## config.mk

```make
export PLATFORM = sky130hd
export DESIGN_NAME = program_status_flags
export DESIGN_NICKNAME = d
export VERILOG_FILES = /design/src/verilog/status_word_pkg.sv /design/src/verilog/program_status_flags.sv
export SDC_FILE = /design/constraint.sdc
export NUM_CORES = 1
export LEC_CHECK = 0
export BUFFER_PORTS_ARGS = -buffer_cell sky130_fd_sc_hd__buf_2
export CAP_MARGIN = 20
export CORE_ASPECT_RATIO = 1.2
export CORE_UTILIZATION = 42
export CTS_CLUSTER_DIAMETER = 50
export DETAILED_ROUTE_END_ITERATION = 8
export PLACE_DENSITY = 0.67
export SETUP_SLACK_MARGIN = 0.5
export SLEW_MARGIN = 20
export SYNTH_ARGS = -nofsm -noshare
export SYNTH_HDL_FRONTEND = slang
export SYNTH_SLANG_ARGS = --single-unit
```

## constraint.sdc

```tcl
create_clock -name aclk -period 7.85 [get_ports aclk]
set_input_delay 1.57 -clock aclk [delete_from_list [all_inputs] [get_ports aclk]]
set_output_delay 1.57 -clock aclk [all_outputs]
set_load 0.02 [all_outputs]
```

## src/verilog/status_word_pkg.sv

```systemverilog
`default_nettype none
package status_word_pkg;
  // Register map (byte address on the register bus)
  localparam logic [7:0] STATUS_WORD_ADDR = 8'hD0;
  localparam logic [7:0] ALU_OP_ADDR = 8'hD4;
  localparam logic [7:0] ACC_ADDR = 8'hD8;
  localparam logic [7:0] BANK_BASE_ADDR = 8'hDC;
  // Field positions
  localparam int CARRY_BIT = 7;
  localparam int AUX_BIT = 6;
  localparam int USER0_BIT = 5;
  localparam int BANK_HI_BIT = 4;
  localparam int BANK_LO_BIT = 3;
  localparam int OVF_BIT = 2;
  localparam int USER1_BIT = 1;
  localparam int PARITY_BIT = 0;
  // Reset values
  localparam logic [7:0] STATUS_RESET = 8'h00;
  localparam logic [7:0] ACC_RESET = 8'h00;
  // Each bank spans eight bytes
  localparam int BANK_SHIFT = 3;
  localparam logic [1:0] AXI_OKAY = 2'h0;
  localparam logic [1:0] AXI_SLVERR = 2'h2;

  // ALU operation codes written to the op register bits [2:0]
  typedef enum logic [2:0] {
    OP_ADD, OP_ADDC, OP_SUBB, OP_SETC, OP_CLRC, OP_CPLC, OP_ANLC, OP_ORLC
  } alu_op_e;

  typedef struct packed {
    logic carry;
    logic aux;
    logic ovf;
    logic [7:0] result;
  } alu_out_s;
endpackage
`default_nettype wire

```

## src/verilog/program_status_flags.sv

```systemverilog
`timescale 1ns/10ps
`default_nettype none
// Functional notes
// RQ1 - ALU carry out sets carry flag bit 7
// RQ2 - Carry flag is Boolean bit accumulator
// RQ3 - Nibble carry sets aux carry bit 6
// RQ4 - User flags bits 5, 1 freely writable
// RQ5 - Overflow bit 2 is carry6 xor carry7
// RQ6 - Parity bit 0 tracks accumulator ones
// RQ7 - Bank select bits 4:3 pick register window
// RQ8 - Parity recomputed; writes to it ignored
module program_status_flags (
  // Clock and reset
  input wire logic aclk,
  input wire logic aresetn,
  // AXI4-Lite write address
  input wire logic [7:0] s_axi_awaddr,
  input wire logic s_axi_awvalid,
  output logic s_axi_awready,
  // AXI4-Lite write data
  input wire logic [31:0] s_axi_wdata,
  input wire logic [3:0] s_axi_wstrb,
  input wire logic s_axi_wvalid,
  output logic s_axi_wready,
  // AXI4-Lite write response
  output logic [1:0] s_axi_bresp,
  output logic s_axi_bvalid,
  input wire logic s_axi_bready,
  // AXI4-Lite read address
  input wire logic [7:0] s_axi_araddr,
  input wire logic s_axi_arvalid,
  output logic s_axi_arready,
  // AXI4-Lite read data
  output logic [31:0] s_axi_rdata,
  output logic [1:0] s_axi_rresp,
  output logic s_axi_rvalid,
  input wire logic s_axi_rready,
  // Status word to the core
  output logic [7:0] status_word,
  output logic [4:0] bank_base
);

  function automatic logic odd_parity(input logic [7:0] v);
    return ^v;
  endfunction

  // Add with carry in; gathers nibble, bit-6 and bit-7 carries
  function automatic status_word_pkg::alu_out_s add8(input logic [7:0] a, input logic [7:0] b,
                                                      input logic ci);
    logic [4:0] lo;
    logic [7:0] lo7;
    logic [8:0] full;
    status_word_pkg::alu_out_s r;
    lo = {1'b0, a[3:0]} + {1'b0, b[3:0]} + {4'h0, ci};
    lo7 = {1'b0, a[6:0]} + {1'b0, b[6:0]} + {7'h00, ci};
    full = {1'b0, a} + {1'b0, b} + {8'h00, ci};
    r.carry = full[8]; // RQ1
    r.aux = lo[4]; // RQ3
    r.ovf = lo7[7] ^ full[8]; // RQ5
    r.result = full[7:0];
    return r;
  endfunction

  logic [7:0] flags;
  logic [7:0] acc;
  logic [7:0] next_flags;
  logic [7:0] next_acc;
  logic next_awready, next_wready, next_arready;
  logic [4:0] next_bank_base;
  logic aw_held, w_held;
  logic [7:0] aw_addr;
  logic [31:0] w_data;
  logic [3:0] w_strb;
  logic next_aw_held, next_w_held;
  logic [7:0] next_aw_addr;
  logic [31:0] next_w_data;
  logic [3:0] next_w_strb;
  logic next_bvalid, next_rvalid;
  logic [1:0] next_bresp, next_rresp;
  logic [31:0] next_rdata;
  logic do_write;
  status_word_pkg::alu_out_s alu;

  // Write address and data are taken in either order, one write at a time
  assign do_write = aw_held && w_held && !s_axi_bvalid;

  always_comb begin
    logic [7:0] b;
    logic c;
    b = 8'h00;
    c = 1'b0;
    next_flags = flags;
    next_acc = acc;
    alu = add8(acc, 8'h00, 1'b0);
    next_aw_held = aw_held;
    next_w_held = w_held;
    next_aw_addr = aw_addr;
    next_w_data = w_data;
    next_w_strb = w_strb;
    next_bvalid = s_axi_bvalid;
    next_bresp = s_axi_bresp;
    if (s_axi_awvalid && s_axi_awready) begin
      next_aw_held = 1'b1;
      next_aw_addr = s_axi_awaddr;
    end
    if (s_axi_wvalid && s_axi_wready) begin
      next_w_held = 1'b1;
      next_w_data = s_axi_wdata;
      next_w_strb = s_axi_wstrb;
    end
    if (s_axi_bvalid && s_axi_bready) begin
      next_bvalid = 1'b0;
    end
    if (do_write) begin
      next_aw_held = 1'b0;
      next_w_held = 1'b0;
      next_bvalid = 1'b1;
      next_bresp = status_word_pkg::AXI_OKAY;
      case (aw_addr)
        status_word_pkg::STATUS_WORD_ADDR: begin
          // User flags and bank select have no side effects
          if (w_strb[0]) begin
            next_flags = w_data[7:0]; // RQ4 RQ7
          end
        end
        status_word_pkg::ACC_ADDR: begin
          if (w_strb[0]) begin
            next_acc = w_data[7:0];
          end
        end
        status_word_pkg::ALU_OP_ADDR: begin
          if (w_strb[0] && w_strb[1]) begin
            b = w_data[15:8];
            c = flags[status_word_pkg::CARRY_BIT];
            case (status_word_pkg::alu_op_e'(w_data[2:0]))
              status_word_pkg::OP_ADD, status_word_pkg::OP_ADDC: begin
                alu = add8(acc, b, (w_data[2:0] == 3'h1) ? c : 1'b0);
                next_acc = alu.result;
                next_flags[status_word_pkg::CARRY_BIT] = alu.carry; // RQ1
                next_flags[status_word_pkg::AUX_BIT] = alu.aux; // RQ3
                next_flags[status_word_pkg::OVF_BIT] = alu.ovf; // RQ5
              end
              status_word_pkg::OP_SUBB: begin
                // Subtract as add of complement; carry reads as borrow
                alu = add8(acc, ~b, ~c);
                next_acc = alu.result;
                next_flags[status_word_pkg::CARRY_BIT] = ~alu.carry; // RQ1
                next_flags[status_word_pkg::AUX_BIT] = ~alu.aux; // RQ3
                next_flags[status_word_pkg::OVF_BIT] = alu.ovf; // RQ5
              end
              // Boolean ops use carry as the one-bit accumulator
              status_word_pkg::OP_SETC: next_flags[status_word_pkg::CARRY_BIT] = 1'b1; // RQ2
              status_word_pkg::OP_CLRC: next_flags[status_word_pkg::CARRY_BIT] = 1'b0; // RQ2
              status_word_pkg::OP_CPLC: next_flags[status_word_pkg::CARRY_BIT] = ~c; // RQ2
              status_word_pkg::OP_ANLC: begin
                next_flags[status_word_pkg::CARRY_BIT] = c & w_data[8]; // RQ2
              end
              status_word_pkg::OP_ORLC: begin
                next_flags[status_word_pkg::CARRY_BIT] = c | w_data[8]; // RQ2
              end
              default: next_flags = flags;
            endcase
          end
        end
        default: next_bresp = status_word_pkg::AXI_SLVERR;
      endcase
    end
    // Parity always follows the accumulator, overriding any write
    next_flags[status_word_pkg::PARITY_BIT] = odd_parity(next_acc); // RQ6 RQ8
  end

  always_comb begin
    next_rvalid = s_axi_rvalid;
    next_rdata = s_axi_rdata;
    next_rresp = s_axi_rresp;
    if (s_axi_rvalid && s_axi_rready) begin
      next_rvalid = 1'b0;
    end
    if (s_axi_arvalid && s_axi_arready) begin
      next_rvalid = 1'b1;
      next_rresp = status_word_pkg::AXI_OKAY;
      case (s_axi_araddr)
        status_word_pkg::STATUS_WORD_ADDR: next_rdata = {24'h000000, flags};
        status_word_pkg::ACC_ADDR: next_rdata = {24'h000000, acc};
        status_word_pkg::ALU_OP_ADDR: next_rdata = 32'h00000000;
        status_word_pkg::BANK_BASE_ADDR: next_rdata = {27'h0000000, bank_base};
        default: begin
          next_rdata = 32'h00000000;
          next_rresp = status_word_pkg::AXI_SLVERR;
        end
      endcase
    end
  end

  // Ready only while the holding slot is free and no response pends
  always_comb begin
    next_awready = !next_aw_held && !next_bvalid && !(s_axi_awvalid && s_axi_awready);
    next_wready = !next_w_held && !next_bvalid && !(s_axi_wvalid && s_axi_wready);
    next_arready = !next_rvalid && !(s_axi_arvalid && s_axi_arready);
    // Bank n covers bytes 8n..8n+7 of low data memory
    next_bank_base = 5'(next_flags[status_word_pkg::BANK_HI_BIT:status_word_pkg::BANK_LO_BIT])
                     << status_word_pkg::BANK_SHIFT; // RQ7
  end

  always_ff @(posedge aclk) begin
    if (!aresetn) begin
      flags <= status_word_pkg::STATUS_RESET;
      acc <= status_word_pkg::ACC_RESET;
      aw_held <= 1'b0;
      w_held <= 1'b0;
      aw_addr <= 8'h00;
      w_data <= 32'h00000000;
      w_strb <= 4'h0;
      s_axi_awready <= 1'b0;
      s_axi_wready <= 1'b0;
      s_axi_bvalid <= 1'b0;
      s_axi_bresp <= 2'h0;
      s_axi_arready <= 1'b0;
      s_axi_rvalid <= 1'b0;
      s_axi_rdata <= 32'h00000000;
      s_axi_rresp <= 2'h0;
      status_word <= 8'h00;
      bank_base <= 5'h00;
    end else begin
      flags <= next_flags;
      acc <= next_acc;
      aw_held <= next_aw_held;
      w_held <= next_w_held;
      aw_addr <= next_aw_addr;
      w_data <= next_w_data;
      w_strb <= next_w_strb;
      s_axi_awready <= next_awready;
      s_axi_wready <= next_wready;
      s_axi_bvalid <= next_bvalid;
      s_axi_bresp <= next_bresp;
      s_axi_arready <= next_arready;
      s_axi_rvalid <= next_rvalid;
      s_axi_rdata <= next_rdata;
      s_axi_rresp <= next_rresp;
      status_word <= next_flags;
      bank_base <= next_bank_base; // RQ7
    end
  end

endmodule
`default_nettype wire

```

* After elaboration in Yosys (flattened, before gate mapping)
Cells that the tools add are included.
Storage, ports and cells: flip-flop bits (word level) 90, output and inout port bits 54, logic and storage cells 112, input bits 59
Operators by class: bitwise gates (word level) 9, reduce and logical (&&, ||, !) cells 30, equal/unequal tests 17, mux-type cells 24, add/subtract/negate cells 12
Operators with widths (count):
- $eq 8x8->1 const B | 7
- $pmux 8 s2 | 3
- $mux 8 | 5
- $pmux 8 s3 | 1
- $add 8x8->9 | 2
- $add 9x1->9 | 2
- $add 7x7->8 | 2
- $add 8x1->8 | 2
- $logic_and 1x1->1 | 13
- $eq 3x3->1 const B | 4
- $add 4x4->5 | 2
- $add 5x1->5 | 2
- $mux 1 | 9
- $logic_not 1->1 | 8
- $not 8->8 | 1
- $reduce_and 4->1 | 2
- $reduce_xor 8->1 | 1
- $pmux 1 s7 | 1
- $eq 3x2->1 const B | 2
- $mux 5 | 1
- $reduce_and 5->1 | 1
- $mux 2 | 2
- $ne 2x2->1 const B | 2
- $not 1->1 | 4
- 11 further kinds | 13

* Depth between registers and ports, before layout
word-level depth 8, mapped depth 15, depth with buffers taken out 14

* Worst setup path before layout
Ideal clock, no wire load.
path type reg-to-reg, from register w_data[1], to register flags[0], clock period less this slack 3.511 ns, path buffers 1, stages on the path, launching flop included 15, library setup time 0.059 ns, slack 4.339 ns, arrival 3.452 ns, data required time 7.791 ns, path through dfxtp_1 clkbuf_1 nor2_1 nand3_1 fa_1 inv_1 fa_1 o2bb2ai_1 a32o_1 a22oi_1 xnor3_1 xnor2_1 xor3_2 nor3b_1 nand2b_1
On the way: word-level cells in the longest chain between the ends 8, elaborated cells on any way between the ends 12, classes of those cells add/sub (1); eq/ne (2); mux (6); reduce/logical (3)
Ends and longest elaborated chain:
- start, declared | line program_status_flags.sv:72 | logic [31:0] w_data;
- start signal, assigned | line program_status_flags.sv:230 | w_data <= next_w_data;
- $eq 3x1->1
- $mux 1 | line program_status_flags.sv:137 | alu = add8(acc, b, (w_data[2:0] == 3'h1) ? c : 1'b0);
- $add 9x1->9 | line program_status_flags.sv:56 | full = {1'b0, a} + {1'b0, b} + {8'h00, ci};
- $pmux 8 s2 | line program_status_flags.sv:135 | case (status_word_pkg::alu_op_e'(w_data[2:0]))
- $mux 8 | line program_status_flags.sv:132 | if (w_strb[0] && w_strb[1]) begin
- $pmux 8 s2 * | line program_status_flags.sv:119 | case (aw_addr)
- $mux 8 * | line program_status_flags.sv:114 | if (do_write) begin
- $reduce_xor 8->1 * | line program_status_flags.sv:44 | return ^v;
- end signal, assigned | line program_status_flags.sv:207 | flags <= status_word_pkg::STATUS_RESET;
- end signal, assigned | line program_status_flags.sv:225 | flags <= next_flags;
- end, declared | line program_status_flags.sv:64 | logic [7:0] flags;
Mark *: on every way between the ends. The rest lies on a longest branch, timed or not. A chain may end at the register's enable or synchronous reset.

* Worst setup path in the final report
Ends and elaborated chain as after synthesis.

==> results.cfg <==
[logic_synthesis]
synth_cell_types = 70
synthArstFlopShare = 0
ys_ff_latch = 59
synthCells = 450
avgSynthCellArea_um2 = 8.42
seq_area_frac_synth = 0.312
synth_edf_count = 0
yosys_warnings = 0
synth_ff_type = dfxtp_1
syn-cell-area_um2 = 3790

[power_and_ir_drop]
sw_frac_of_total = 0.258
p_leak_nw = 1.84
p_per_area_nw_per_um2 = 167
clockPowerShare = 0.427
ir_drop_mv = 0.0719
power_mw = 0.709
power_frac_comb = 0.122
p_int_mw = 0.526
seqPwrFrac = 0.451
power_switching_mw = 0.183

[critical_path]
critPathKind = flop to flop
crit_start = w_data[1]
arrival_ps = 4210
slowest_delay_ps = 490
worstSetupPathDepth = 14
crit_end = flags[0]
r2r-start = w_data[1]
end_kind = flop
crit_top_cell = fa_1
rrSetupSlack_ps = 3920
reg2regPathDepth = 14
cp.buffers_inverters = 1
cp_cell_sequence = nor2_1 -> nand3_1 -> fa_1 -> inv_1 -> fa_1 -> xor2_1 -> o22ai_1 -> a32o_2 -> a21oi_1 -> xnor3_1 -> xnor2_1 -> xor3_2 -> nor3b_1 -> nand2b_1
r2r_end = flags[0]
crit_path_max_fanout = 11
slowest_stage = nor2_1
cp_top_family = XOR/XNOR gates
start_kind = flop
cp.required_ps = 8130

[sta]
whs_ps = 481
slew_violations = 0
tns_ps = 0
period_share = 0.501
finalCriticalPeriod_ps = 3930
tightestPinTransition_ps = 784
setup-violations-final = 0
slew_headroom = 0.477
skew_ps = 8.18
rsz0062_at_grt = false
hold_viol = 0
setup_slack_ps = 3920
max_freq_mhz = 255

[placed_design]
dp_slack_ps = 4010
dp.final_hpwl_um = 6680
gp_congestion = 0.866
numPortBuffers = 65

[global_route]
grt_max_degree = 59
grt-ovfl-total = 0
antenna_found_initial = 0
grt_usage = 0.200
grt_pass1_vias = 3016
grt_first_pass_wirelength_um = 14400

[layout]
post-route-util = 0.490
area_growth_pct = 11.9
nFillCells = 863
final_cell_mix = nand2_1 (79), buf_2 (65), dfxtp_1 (59)
final_common_cell = nand2_1
drive_gt1_frac = 0.211
fin_nets = 579
antenna_cells = 0

[min_path]
min_path_type = flop to flop

[clock_network]
cts_hold_buf = 0
cts_tree = built
cts_resized = 0
worstSkewPairLatency_ps = 340
cts_buffers = 9
clk_pin_slew_ps = 70
cts-root-buf = clkbuf_8
h-tree-depth = 3
cts_sinks = 59
post_cts_buffers = 0
max-clock-path-buffers = 2

[die]
core-area_um2 = 8660
die_area_um2 = 9410
die_y_um = 106
start_util = 0.438
die_x_um = 88.7
ios = 113
placementRows = 37

[route]
antenna_left = 0
drt-total-wl_um = 8620
drc = 0
vias = 3117
wl_per_cell_um = 13.8
via_per_inst = 5.00
drtIter0Drc = 201
firstDrtPassIters = 4

[outcome]
status = completed

[job]
cap_violations = 0
==> layer usage <==
metal / wire [µm] / vias to the layer above / global-route usage
met5: 0 / - / 0
met4: 191 / 0 / 0.0795
met3: 528 / 14 / 0.0349
met2: 3960 / 105 / 0.319
met1: 3940 / 1396 / 0.263
li1: - / 1602 / -
==> layout make-up <==
| class | instances | area, µm² | area share |
|---|---|---|---|
| multi-input cells | 353 | 2320 | 0.547 |
| well taps | 117 | 146 | 0.0345 |
| clock inverters | 5 | 77.6 | 0.0183 |
| clock buffers | 10 | 138 | 0.0324 |
| inverters | 14 | 52.6 | 0.0124 |
| repair buffers | 65 | 325 | 0.0767 |
| flip-flops and latches | 59 | 1180 | 0.278 |
==> synth_stat cells, drive strengths merged (4+ instances only) <==
master / count / area (µm²)
nor3: 6 / 46.3
xnor2: 4 / 53.8
a21o: 7 / 52.6
a21boi: 29 / 218
nand2b: 12 / 77.6
dfxtp: 59 / 1180
clkbuf: 16 / 61.3
mux2i: 11 / 110
nand3: 6 / 30.0
a31oi: 6 / 37.5
and2: 15 / 95.1
nor2b: 13 / 81.3
a32o: 4 / 41.3
and3: 4 / 27.5
nand2: 79 / 297
buf: 36 / 279
fa: 4 / 80.1
ha: 14 / 175
a21oi: 19 / 95.1
inv: 14 / 52.6
a22oi: 4 / 35.0
o21ai: 19 / 98.9
nor2: 15 / 56.3
==> cell families after synthesis <==
kind of cell / Yosys count / share of synthesized area
xor gates and xnor gates: 9 / 0.0337
other: 1 / 0.000989
buffers and inverters: 66 / 0.104
DFF: 59 / 0.312
adders and majority gates: 18 / 0.0673
muxes: 11 / 0.0290
and+or+nand+nor: 170 / 0.235
AOI/OAI and AO/OA: 116 / 0.219
==> power by group through the flow <==
stage	registers (mW)	clock network, mW	logic [mW]
after floorplan	0.324	0	0.0760
after global placement	0.326	0	0.0844
after detailed placement	0.327	0	0.0859
after CTS	0.320	0.310	0.0863
after global routing	0.322	0.326	0.0972
final	0.320	0.303	0.0863
==> how the worst min path moves through the flow <==
| stage | startpoint | end | slack (ps) | cells after the start |
|---|---|---|---|---|
| finish | aw_addr[6] | aw_addr[6] | 480 | 2 |
| global route | aw_addr[0] | aw_addr[0] | 520 | 2 |
| CTS | aw_addr[6] | aw_addr[6] | 480 | 2 |
| detailed placement | aw_addr[6] | aw_addr[6] | 470 | 2 |
| global placement | w_strb[1] | w_strb[1] | 470 | 2 |
| floorplan | aw_addr[4] | aw_addr[4] | 450 | 2 |
==> registers in the layout (all words and copies together) (netlist names), 2 cells and up <==
name         cells
acc              8
aw_addr          8
flags            6
w_strb           2
bank_base        2
w_data          16
s_axi_rdata      8
==> metrics by stage <==
step,instances,cell area (µm²)
detailed placement,608,4030
CTS,623,4240
global placement,608,4030
global route,623,4240
floorplan,478,3900
finish,623,4240
==> worst register-to-register path, cell delays in order, from the launching register on <==
cell,delay (ps)
dfxtp_1,430
nor2_1,490
nand3_1,170
fa_1,410
inv_1,80
fa_1,210
xor2_1,170
o22ai_1,120
a32o_2,290
a21oi_1,200
xnor3_1,360
xnor2_1,160
xor3_2,460
nor3b_1,190
nand2b_1,120
(Power assumes the default switching activity.)
